===== config.mk =====
export PLATFORM = sky130hd
export DESIGN_NAME = loop_control_regs
export DESIGN_NICKNAME = d
export VERILOG_FILES = /design/src/loop_regs_pkg.sv /design/src/cal_divider_check.sv /design/src/loop_control_regs.sv /design/src/pin_sync3.sv
export SDC_FILE = /design/constraint.sdc
export NUM_CORES = 1
export LEC_CHECK = 0
export ABC_AREA = 1
export BUFFER_PORTS_ARGS = -buffer_cell sky130_fd_sc_hd__buf_4
export CAP_MARGIN = 5
export CORE_MARGIN = 2
export CORE_UTILIZATION = 30
export CTS_BUF_LIST = sky130_fd_sc_hd__clkbuf_4 sky130_fd_sc_hd__clkbuf_8 sky130_fd_sc_hd__clkbuf_16
export DETAILED_ROUTE_END_ITERATION = 10
export GPL_TIMING_DRIVEN = 0
export PLACE_DENSITY = 0.6
export SYNTH_ARGS = -nofsm -noshare
export SYNTH_HDL_FRONTEND = slang
export SYNTH_SLANG_ARGS = --single-unit
export TNS_END_PERCENT = 10

===== constraint.sdc =====
create_clock -name clk_i -period 3.6 [get_ports clk_i]
set_clock_uncertainty 0.2 [all_clocks]
set_input_delay 0.36 -clock clk_i [delete_from_list [all_inputs] [get_ports clk_i]]
set_output_delay 0.36 -clock clk_i [all_outputs]
set_load 0.01 [all_outputs]

===== src/loop_regs_pkg.sv =====
// Contract
// - Holdover bit 1 forces tuning voltage to midsupply on clock failure, else pump tristates.
// - Three-bit reference selection mode field, resetting to 000.
// - Top bit 0: nonrevertive, revert-to-primary, force primary, force secondary; pin ignored.
// - Top bit 1: follow choice pin, low primary, high secondary.
// - Fast-lock register top bit enables first-stage fast lock.
// - Seven-bit first-stage pump current field, about 0.5 uA steps.
// - Eight-bit second-stage pump current register, about 3.5 uA steps.
// - Calibration divider: A word in bits 7:6, B word in bits 5:0.
// - N equals 4B plus A, 16 to 255, with A limited by B.
// - Control bit 7 high powers down second-stage lock detector.
// - Doubler bit 1 doubles second-stage reference, 0 passes it undoubled.
// - Pump mode: 00 tristate, 01 down, 10 up, 11 normal by default.
package loop_regs_pkg;

    localparam int ADDR_W = 16;

    // Register offsets on the serial control port.
    localparam logic [15:0] REF_SELECT_HOLDOVER_ADDR = 16'h010A;
    localparam logic [15:0] FIRST_LOOP_FAST_LOCK_ADDR = 16'h010B;
    localparam logic [15:0] SECOND_LOOP_PUMP_CURRENT_ADDR = 16'h0200;
    localparam logic [15:0] CALIBRATION_FEEDBACK_DIVIDER_ADDR = 16'h0201;
    localparam logic [15:0] SECOND_LOOP_CONTROL_ADDR = 16'h0202;

    // Reset values.
    localparam logic [7:0] REF_SELECT_HOLDOVER_RST = 8'h00;
    localparam logic [7:0] FIRST_LOOP_FAST_LOCK_RST = 8'h00;
    localparam logic [7:0] SECOND_LOOP_PUMP_CURRENT_RST = 8'h00;
    localparam logic [7:0] CALIBRATION_FEEDBACK_DIVIDER_RST = 8'h00;
    localparam logic [7:0] SECOND_LOOP_CONTROL_RST = 8'h03;

    // Implemented bits of each register; the others are reserved.
    localparam logic [7:0] REF_SELECT_HOLDOVER_MASK = 8'h0F;
    localparam logic [7:0] FULL_MASK = 8'hFF;
    localparam logic [7:0] SECOND_LOOP_CONTROL_MASK = 8'hA3;

    // Field positions.
    localparam int HOLDOVER_BIT = 3;
    localparam int REF_MODE_LSB = 0;
    localparam int REF_MODE_PIN_BIT = 2;
    localparam int FAST_LOCK_EN_BIT = 7;
    localparam int FIRST_PUMP_CURRENT_LSB = 0;
    localparam int CAL_A_LSB = 6;
    localparam int CAL_B_LSB = 0;
    localparam int LOCK_DETECT_PD_BIT = 7;
    localparam int DOUBLER_EN_BIT = 5;
    localparam int PUMP_MODE_LSB = 0;

    // Reference selection mode codes with the pin bit clear.
    localparam logic [1:0] REF_MODE_NONREVERT = 2'h0;
    localparam logic [1:0] REF_MODE_REVERT = 2'h1;
    localparam logic [1:0] REF_MODE_FORCE_PRIMARY = 2'h2;
    localparam logic [1:0] REF_MODE_FORCE_SECONDARY = 2'h3;

    // Second-stage pump mode codes.
    localparam logic [1:0] PUMP_MODE_TRISTATE = 2'h0;
    localparam logic [1:0] PUMP_MODE_DOWN = 2'h1;
    localparam logic [1:0] PUMP_MODE_UP = 2'h2;
    localparam logic [1:0] PUMP_MODE_NORMAL = 2'h3;

    // Legal calibration feedback division range.
    localparam logic [7:0] CAL_N_MIN = 8'h10;
    localparam logic [7:0] CAL_N_MAX = 8'hFF;
    localparam logic [5:0] CAL_B_FOUR = 6'h04;
    localparam logic [5:0] CAL_B_SIX = 6'h06;

    typedef struct packed {
        logic use_secondary;
        logic holdover_active;
        logic tuning_force_mid;
        logic pump_tristate;
        logic fast_lock_enable;
        logic [6:0] pump_current;
    } first_loop_ctrl_type;

    typedef struct packed {
        logic [7:0] pump_current;
        logic [1:0] cal_a;
        logic [5:0] cal_b;
        logic cal_legal;
        logic lock_detect_powerdown;
        logic doubler_enable;
        logic pump_tristate;
        logic pump_down;
        logic pump_up;
    } second_loop_ctrl_type;

    // Address compare shared by the write and read decoders.
    function automatic logic addr_hit(input logic [15:0] addr, input logic [15:0] reg_addr);
        addr_hit = (addr == reg_addr);
    endfunction

endpackage


===== src/cal_divider_check.sv =====
`timescale 1ns/1ns
`default_nettype none
module cal_divider_check
    import loop_regs_pkg::*;
(
    input wire logic [1:0] a_word_i,
    input wire logic [5:0] b_word_i,
    output logic legal_o
);
    logic [7:0] n_value;
    logic in_range;
    logic a_fits;

    // N is formed as four times B plus A; it fits in eight bits by construction.
    assign n_value = {b_word_i, a_word_i};
    assign in_range = (n_value >= CAL_N_MIN) && (n_value <= CAL_N_MAX);
    // Small B values cannot absorb every A step in the prescaler.
    assign a_fits = (b_word_i == CAL_B_FOUR) ? (a_word_i <= 2'h1) :
                    (b_word_i <= CAL_B_SIX) ? (a_word_i <= 2'h2) : 1'b1;
    assign legal_o = in_range && a_fits;
endmodule
`default_nettype wire


===== src/loop_control_regs.sv =====
`timescale 1ns/1ns
`default_nettype none
module loop_control_regs
    import loop_regs_pkg::*;
(
    input wire logic clk_i,
    input wire logic reset_n_i,
    input wire logic reg_write_i,
    input wire logic reg_read_i,
    input wire logic [15:0] reg_addr_i,
    input wire logic [7:0] reg_wdata_i,
    output logic [7:0] reg_rdata_o,
    output logic reg_rvalid_o,
    input wire logic ref_choice_pin_i,
    input wire logic primary_reference_ok_i,
    input wire logic secondary_reference_ok_i,
    input wire logic feedback_clock_ok_i,
    output first_loop_ctrl_type first_stage_loop_o,
    output second_loop_ctrl_type second_stage_loop_o
);
    typedef enum logic [1:0] {
        st_on_primary,
        st_on_secondary,
        st_holdover
    } sel_state_type;

    // Reset release: asserted at once, released through two flops.
    logic rst_meta_q;
    logic rst_n_q;

    always_ff @(posedge clk_i or negedge reset_n_i) begin
        if (!reset_n_i) begin
            rst_meta_q <= 1'b0;
            rst_n_q <= 1'b0;
        end else begin
            rst_meta_q <= 1'b1;
            rst_n_q <= rst_meta_q;
        end
    end

    // Register storage.
    logic [7:0] ref_select_holdover_q;
    logic [7:0] first_loop_fast_lock_q;
    logic [7:0] second_loop_pump_current_q;
    logic [7:0] calibration_feedback_divider_q;
    logic [7:0] second_loop_control_q;

    // Address decode for both directions.
    wire hit_rsh = addr_hit(reg_addr_i, REF_SELECT_HOLDOVER_ADDR);
    wire hit_fl = addr_hit(reg_addr_i, FIRST_LOOP_FAST_LOCK_ADDR);
    wire hit_pc = addr_hit(reg_addr_i, SECOND_LOOP_PUMP_CURRENT_ADDR);
    wire hit_cd = addr_hit(reg_addr_i, CALIBRATION_FEEDBACK_DIVIDER_ADDR);
    wire hit_ctl = addr_hit(reg_addr_i, SECOND_LOOP_CONTROL_ADDR);

    // Reserved bits are dropped on the way in, so they always hold zero.
    wire [7:0] wdata_rsh = reg_wdata_i & REF_SELECT_HOLDOVER_MASK;
    wire [7:0] wdata_ctl = reg_wdata_i & SECOND_LOOP_CONTROL_MASK;

    // Writes to unmapped offsets are ignored.
    always_ff @(posedge clk_i or negedge rst_n_q) begin
        if (!rst_n_q) begin
            ref_select_holdover_q <= REF_SELECT_HOLDOVER_RST;
            first_loop_fast_lock_q <= FIRST_LOOP_FAST_LOCK_RST;
            second_loop_pump_current_q <= SECOND_LOOP_PUMP_CURRENT_RST;
            calibration_feedback_divider_q <= CALIBRATION_FEEDBACK_DIVIDER_RST;
            second_loop_control_q <= SECOND_LOOP_CONTROL_RST;
        end else if (reg_write_i) begin
            if (hit_rsh) begin
                ref_select_holdover_q <= wdata_rsh;
            end
            if (hit_fl) begin
                first_loop_fast_lock_q <= reg_wdata_i & FULL_MASK;
            end
            if (hit_pc) begin
                second_loop_pump_current_q <= reg_wdata_i & FULL_MASK;
            end
            if (hit_cd) begin
                calibration_feedback_divider_q <= reg_wdata_i & FULL_MASK;
            end
            if (hit_ctl) begin
                second_loop_control_q <= wdata_ctl;
            end
        end
    end

    // Read multiplexer; unmapped offsets read as zero.
    wire [7:0] rd_mux = hit_rsh ? ref_select_holdover_q :
                        hit_fl ? first_loop_fast_lock_q :
                        hit_pc ? second_loop_pump_current_q :
                        hit_cd ? calibration_feedback_divider_q :
                        hit_ctl ? second_loop_control_q : 8'h00;

    // Read data is returned one cycle after the request and then held.
    logic [7:0] rdata_q;
    logic rvalid_q;

    always_ff @(posedge clk_i or negedge rst_n_q) begin
        if (!rst_n_q) begin
            rdata_q <= 8'h00;
            rvalid_q <= 1'b0;
        end else begin
            rvalid_q <= reg_read_i;
            if (reg_read_i) begin
                rdata_q <= rd_mux;
            end
        end
    end

    assign reg_rdata_o = rdata_q;
    assign reg_rvalid_o = rvalid_q;

    // Pin and monitor inputs come from outside this clock domain.
    logic [3:0] pins_sync;

    pin_sync3 #(
        .WIDTH(4)
    ) u_pin_sync (
        .clk_i(clk_i),
        .rst_n_i(rst_n_q),
        .async_i({feedback_clock_ok_i, secondary_reference_ok_i,
                  primary_reference_ok_i, ref_choice_pin_i}),
        .level_o(pins_sync)
    );

    wire choice_pin = pins_sync[0];
    wire primary_ok = pins_sync[1];
    wire secondary_ok = pins_sync[2];
    wire feedback_ok = pins_sync[3];

    // Mode field fields.
    wire [1:0] mode_low = ref_select_holdover_q[REF_MODE_LSB +: 2];
    wire pin_mode = ref_select_holdover_q[REF_MODE_PIN_BIT];
    wire holdover_mid = ref_select_holdover_q[HOLDOVER_BIT];

    // Reference selection state.
    sel_state_type state_q;
    sel_state_type state_d;
    logic last_secondary_q;

    wire cur_secondary = (state_q == st_on_secondary) ||
                         ((state_q == st_holdover) && last_secondary_q);
    wire cur_ok = cur_secondary ? secondary_ok : primary_ok;
    wire other_ok = cur_secondary ? primary_ok : secondary_ok;

    // Automatic modes stay on a healthy reference and only move on a loss;
    // the revertive one also returns to the primary as soon as it is healthy.
    wire auto_pick = ((mode_low == REF_MODE_REVERT) && primary_ok) ? 1'b0 :
                     cur_ok ? cur_secondary :
                     other_ok ? !cur_secondary : cur_secondary;

    // Forced codes ignore the pin; the pin bit ignores the low code bits.
    wire forced_pick = (mode_low == REF_MODE_FORCE_SECONDARY);
    wire is_forced = (mode_low == REF_MODE_FORCE_PRIMARY) ||
                     (mode_low == REF_MODE_FORCE_SECONDARY);
    wire pick_secondary = pin_mode ? choice_pin :
                          is_forced ? forced_pick : auto_pick;
    wire pick_ok = pick_secondary ? secondary_ok : primary_ok;

    // Holdover is entered whenever the chosen input or the feedback is lost.
    wire clocks_failed = !pick_ok || !feedback_ok;

    always_comb begin
        state_d = state_q;
        case (state_q)
            st_on_primary, st_on_secondary, st_holdover: begin
                if (clocks_failed) begin
                    state_d = st_holdover;
                end else if (pick_secondary) begin
                    state_d = st_on_secondary;
                end else begin
                    state_d = st_on_primary;
                end
            end
            default: begin
                state_d = st_on_primary;
            end
        endcase
    end

    // The last reference in use is kept through holdover for a clean return.
    always_ff @(posedge clk_i or negedge rst_n_q) begin
        if (!rst_n_q) begin
            state_q <= st_on_primary;
            last_secondary_q <= 1'b0;
        end else begin
            state_q <= state_d;
            if (!clocks_failed) begin
                last_secondary_q <= pick_secondary;
            end
        end
    end

    // Calibration divider legality, shown to the analog side.
    wire [1:0] cal_a = calibration_feedback_divider_q[CAL_A_LSB +: 2];
    wire [5:0] cal_b = calibration_feedback_divider_q[CAL_B_LSB +: 6];
    logic cal_legal;

    cal_divider_check u_cal_check (
        .a_word_i(cal_a),
        .b_word_i(cal_b),
        .legal_o(cal_legal)
    );

    // Control decode for both loops.
    wire in_holdover = (state_q == st_holdover);
    wire [1:0] pump_mode = second_loop_control_q[PUMP_MODE_LSB +: 2];
    first_loop_ctrl_type first_d;
    second_loop_ctrl_type second_d;

    assign first_d.use_secondary = cur_secondary;
    assign first_d.holdover_active = in_holdover;
    assign first_d.tuning_force_mid = in_holdover && holdover_mid;
    assign first_d.pump_tristate = in_holdover && !holdover_mid;
    assign first_d.fast_lock_enable = first_loop_fast_lock_q[FAST_LOCK_EN_BIT];
    assign first_d.pump_current = first_loop_fast_lock_q[FIRST_PUMP_CURRENT_LSB +: 7];
    assign second_d.pump_current = second_loop_pump_current_q;
    assign second_d.cal_a = cal_a;
    assign second_d.cal_b = cal_b;
    assign second_d.cal_legal = cal_legal;
    assign second_d.lock_detect_powerdown = second_loop_control_q[LOCK_DETECT_PD_BIT];
    assign second_d.doubler_enable = second_loop_control_q[DOUBLER_EN_BIT];
    assign second_d.pump_tristate = (pump_mode == PUMP_MODE_TRISTATE);
    assign second_d.pump_down = (pump_mode == PUMP_MODE_DOWN);
    assign second_d.pump_up = (pump_mode == PUMP_MODE_UP);

    // Controls leave through flops so the analog side sees no decode glitches,
    // at the cost of one cycle of latency after each register write.
    first_loop_ctrl_type first_q;
    second_loop_ctrl_type second_q;

    always_ff @(posedge clk_i or negedge rst_n_q) begin
        if (!rst_n_q) begin
            first_q <= '0;
            second_q <= '0;
        end else begin
            first_q <= first_d;
            second_q <= second_d;
        end
    end

    assign first_stage_loop_o = first_q;
    assign second_stage_loop_o = second_q;
endmodule
`default_nettype wire


===== src/pin_sync3.sv =====
`timescale 1ns/1ns
`default_nettype none
module pin_sync3
    import loop_regs_pkg::*;
#(
    parameter int WIDTH = 1
) (
    input wire logic clk_i,
    input wire logic rst_n_i,
    input wire logic [WIDTH-1:0] async_i,
    output logic [WIDTH-1:0] level_o
);
    logic [WIDTH-1:0] meta_q;
    logic [WIDTH-1:0] mid_q;
    logic [WIDTH-1:0] last_q;
    logic [WIDTH-1:0] level_q;

    // Three stages; a bit only changes once stages two and three agree, so a
    // single-cycle glitch on a pin never reaches the selection logic.
    always_ff @(posedge clk_i or negedge rst_n_i) begin
        if (!rst_n_i) begin
            meta_q <= '0;
            mid_q <= '0;
            last_q <= '0;
            level_q <= '0;
        end else begin
            meta_q <= async_i;
            mid_q <= meta_q;
            last_q <= mid_q;
            level_q <= (mid_q & last_q) | (level_q & (mid_q | last_q));
        end
    end

    assign level_o = level_q;
endmodule
`default_nettype wire


==> metrics.md <==
| Metric | Value |
|---|---|
| CTS tree | `built` |
| CP top delay family | `buffers and inverters` |
| FP Rows | `40` |
| Crit path launch type | `input port` |
| DR pass1 iterations | `4` |
| Starting Density | `0.307` |
| Worst r2r path cells | `8` |
| Final net count | `474` |
| DRC viols | `0` |
| Crit. End Element | `register` |
| Syn Nets | `382` |
| Crit Reg-Reg Startpoint | `u_pin_sync.level_o[2]$_DFF_PN0_` |
| Die W | `115 um` |
| Mapped Cells | `350` |
| Data required, critical path | `3.68 ns` |
| Final ANT Viol Nets | `0` |
| Sink Count | `96` |
| CP max FO | `10` |
| Placeable Area | `12,000 um2` |
| Sequential fraction of the synthesis area | `0.656` |
| Via/cell ratio | `4.49` |
| Lkg Pwr | `2.48 nW` |
| Clock Tree Buf Depth | `2` |
| Critical path arrival | `1.84 ns` |
| Vias in the first global route | `2,694` |
| Period utilization | `0.491` |
| Cell Pwr Density | `481 nW/um2` |
| Most common cell after layout, fill and taps aside | `dfrtp_1` |
| Worst Setup SP | `reg_read_i` |
| Largest net degree at the start of global routing | `60` |
| Drt total wl | `8400 um` |
| Setup crit end | `reg_rdata_o[3]$_DFFE_PN0P_` |
| Final slew viol count | `0` |
| Worst hold path type | `register to async pin` |
| Gpl congestion | `0.790` |
| GRT Total Usage | `0.138` |
| Max-cap violations | `0` |
| DP HPWL | `6010 um` |
| Fmax | `566 MHz` |
| CP peak stage delay | `0.54 ns` |
| Cts repair resizes | `0` |
| Inserted Clock Buffers | `9` |
| Syn Std Cell Area | `3670 um2` |
| Grt total ovfl | `0` |
| Max H-tree Level | `3` |
| Crit path cell chain | `dlygate4sd3_1 -> buf_4 -> clkinv_1 -> nor3_1 -> a21oi_1 -> nand2_1` |
| Antenna cells | `0` |
| I/O Pins | `75` |
| Fin crit period | `1.77 ns` |
| Worst vdd ir | `0.226 mV` |
| Status | `complete, no violations` |
| Clock Pin Slew Worst Setup and Hold Paths | `0.06 ns` |
| Die area | `13,100 um2` |
| Syn_area_per_cell | `10.5 um2` |
| Global-route wire length before repair | `13,700 um` |
| Clock root cell | `clkbuf_16` |
| Total Power | `2.33 mW` |
| Slowest-stage cell, CP | `dlygate4sd3_1` |
| RSZ-0062 raised after global routing | `no` |
| R2r endpoint | `state_q[1]$_DFF_PN0_` |
| Setup CP Type | `input port to register` |
| Routed via count | `2,667` |
| Yosys cell types | `25` |
| Synthesis-to-finish area growth | `32.0%` |
| WP buf/inv | `3` |
| Core Util, Final | `0.405` |
| #FFs+latches synth | `96` |
| Crit path depth | `6` |
| Leading cell types in the layout, fill and taps excluded | `dfrtp_1, nand2_1, buf_4` |
| Worst R2R Setup Slack | `2.16 ns` |
| DRT iter0 DRCs | `164` |
| Layout cells sized above 1 | `0.298` |
| Skew-Pair Late Insertion Delay | `0.34 ns` |
| PortBufs | `74` |
| Initial antenna violation count | `0` |
| Height of the die | `115 um` |
| Final hold vios | `0` |
| Yosys warnings | `0` |
| WL per Instance | `14.1 um` |
| Endpoints failing setup | `0` |
## per-stage QoR
step                      cell area (um2)  hold slack [ns]  setup TNS, ns  worst slack (ns)  cells
after CTS                            4840           0.0993              0              1.84    594
final                                4840           0.0896              0              1.83    594
after detailed placement             4440          -0.0553              0              1.68    572
after global routing                 4840            0.117              0              1.72    594
after floorplan                      3670           -0.136              0             0.531    350
after global placement               4410          -0.0560         -38.58            -0.426    571
## layer usage
metal,track usage,wire (um),vias to the layer above
met4,0.0520,144,0
li1,-,-,1299
met1,0.171,3560,1282
met2,0.225,4090,75
met5,0,0,-
met3,0.0466,606,11
## area by class of cell
type                       count  area [um2]
fill                        1176        7120
sequential                    96        2410
multi-input combinational    215        1090
timing repair buffer          81         643
clock buffer                  12         248
tap                          147         184
inverter                      36         135
clock inverter                 4        95.1
buffer                         3        33.8
## flip-flops by register name (all words and copies together), names as in the netlist
name                            flops
u_pin_sync.level_o                  4
ref_select_holdover_q               4
state_q                             2
last_secondary_q                    1
first_stage_loop_o                 12
rst_n_q                             1
reg_rvalid_o                        1
second_loop_pump_current_q          8
u_pin_sync.mid_q                    4
first_loop_fast_lock_q              8
reg_rdata_o                         8
second_stage_loop_o                22
rst_meta_q                          1
u_pin_sync.last_q                   4
u_pin_sync.meta_q                   4
second_loop_control_q               4
calibration_feedback_divider_q      8
## cell families after synthesis
| group | count (synthesis) | share of synthesized area |
|---|---|---|
| AOI/OAI and AO/OA | 46 | 0.0792 |
| adders and majority gates | 4 | 0.0109 |
| buffers and inverters | 39 | 0.0461 |
| DFF | 96 | 0.656 |
| other | 1 | 0.00102 |
| and+or+nand+nor | 164 | 0.207 |
## where the power goes
group          leakage [nW]  internal, mW  switching [mW]
combinational          1.04        0.0567          0.0685
sequential             1.27          1.11          0.0207
clock                 0.171         0.701           0.374
## cell usage after synthesis
cell type / count / area, um2
dfrtp_1: 94 / 2350
nand2_1: 88 / 330
inv_1: 35 / 131
nor2_1: 28 / 105
nand3_1: 20 / 100
o21ai_0: 18 / 90.1
o21ai_2: 16 / 140
o21ai_1: 8 / 40.0
nand2_2: 6 / 37.5
nor2_2: 5 / 31.3
a21oi_1: 4 / 20.0
maj3_1: 4 / 40.0
nor3_1: 4 / 20.0
buf_6: 3 / 33.8
nand3_2: 3 / 30.0
and2_1: 2 / 12.5
dfstp_2: 2 / 52.6
nand2_4: 2 / 22.5
nand4_1: 2 / 12.5
and2_4: 1 / 8.76
and3_4: 1 / 11.3
clkinv_1: 1 / 3.75
conb_1: 1 / 3.75
nand3_4: 1 / 17.5
nor2_8: 1 / 20.0
## how the worst min path moves through the flow
| stage | start | endpoint | slack (ns) | depth (start not counted) |
|---|---|---|---|---|
| global placement | reset_n_i | rst_meta_q$_DFF_PN0_ | -0.06 | 1 |
| floorplan | reset_n_i | rst_meta_q$_DFF_PN0_ | -0.14 | 0 |
| detailed placement | reset_n_i | rst_meta_q$_DFF_PN0_ | -0.06 | 1 |
| global route | reset_n_i | rst_n_q$_DFF_PN0_ | 0.12 | 2 |
| finish | rst_n_q$_DFF_PN0_ | second_loop_pump_current_q[6]$_DFFE_PN0P_ | 0.09 | 0 |
| CTS | reg_wdata_i[4] | calibration_feedback_divider_q[4]$_DFFE_PN0P_ | 0.1 | 3 |
## timing repair
| item | CTS | global route |
|---|---|---|
| endpoints found under the hold margin | 7 | 0 |
| buffers inserted | 0 | 0 |
| hold buffers | 6 | 0 |
(Power assumes the default switching activity.)
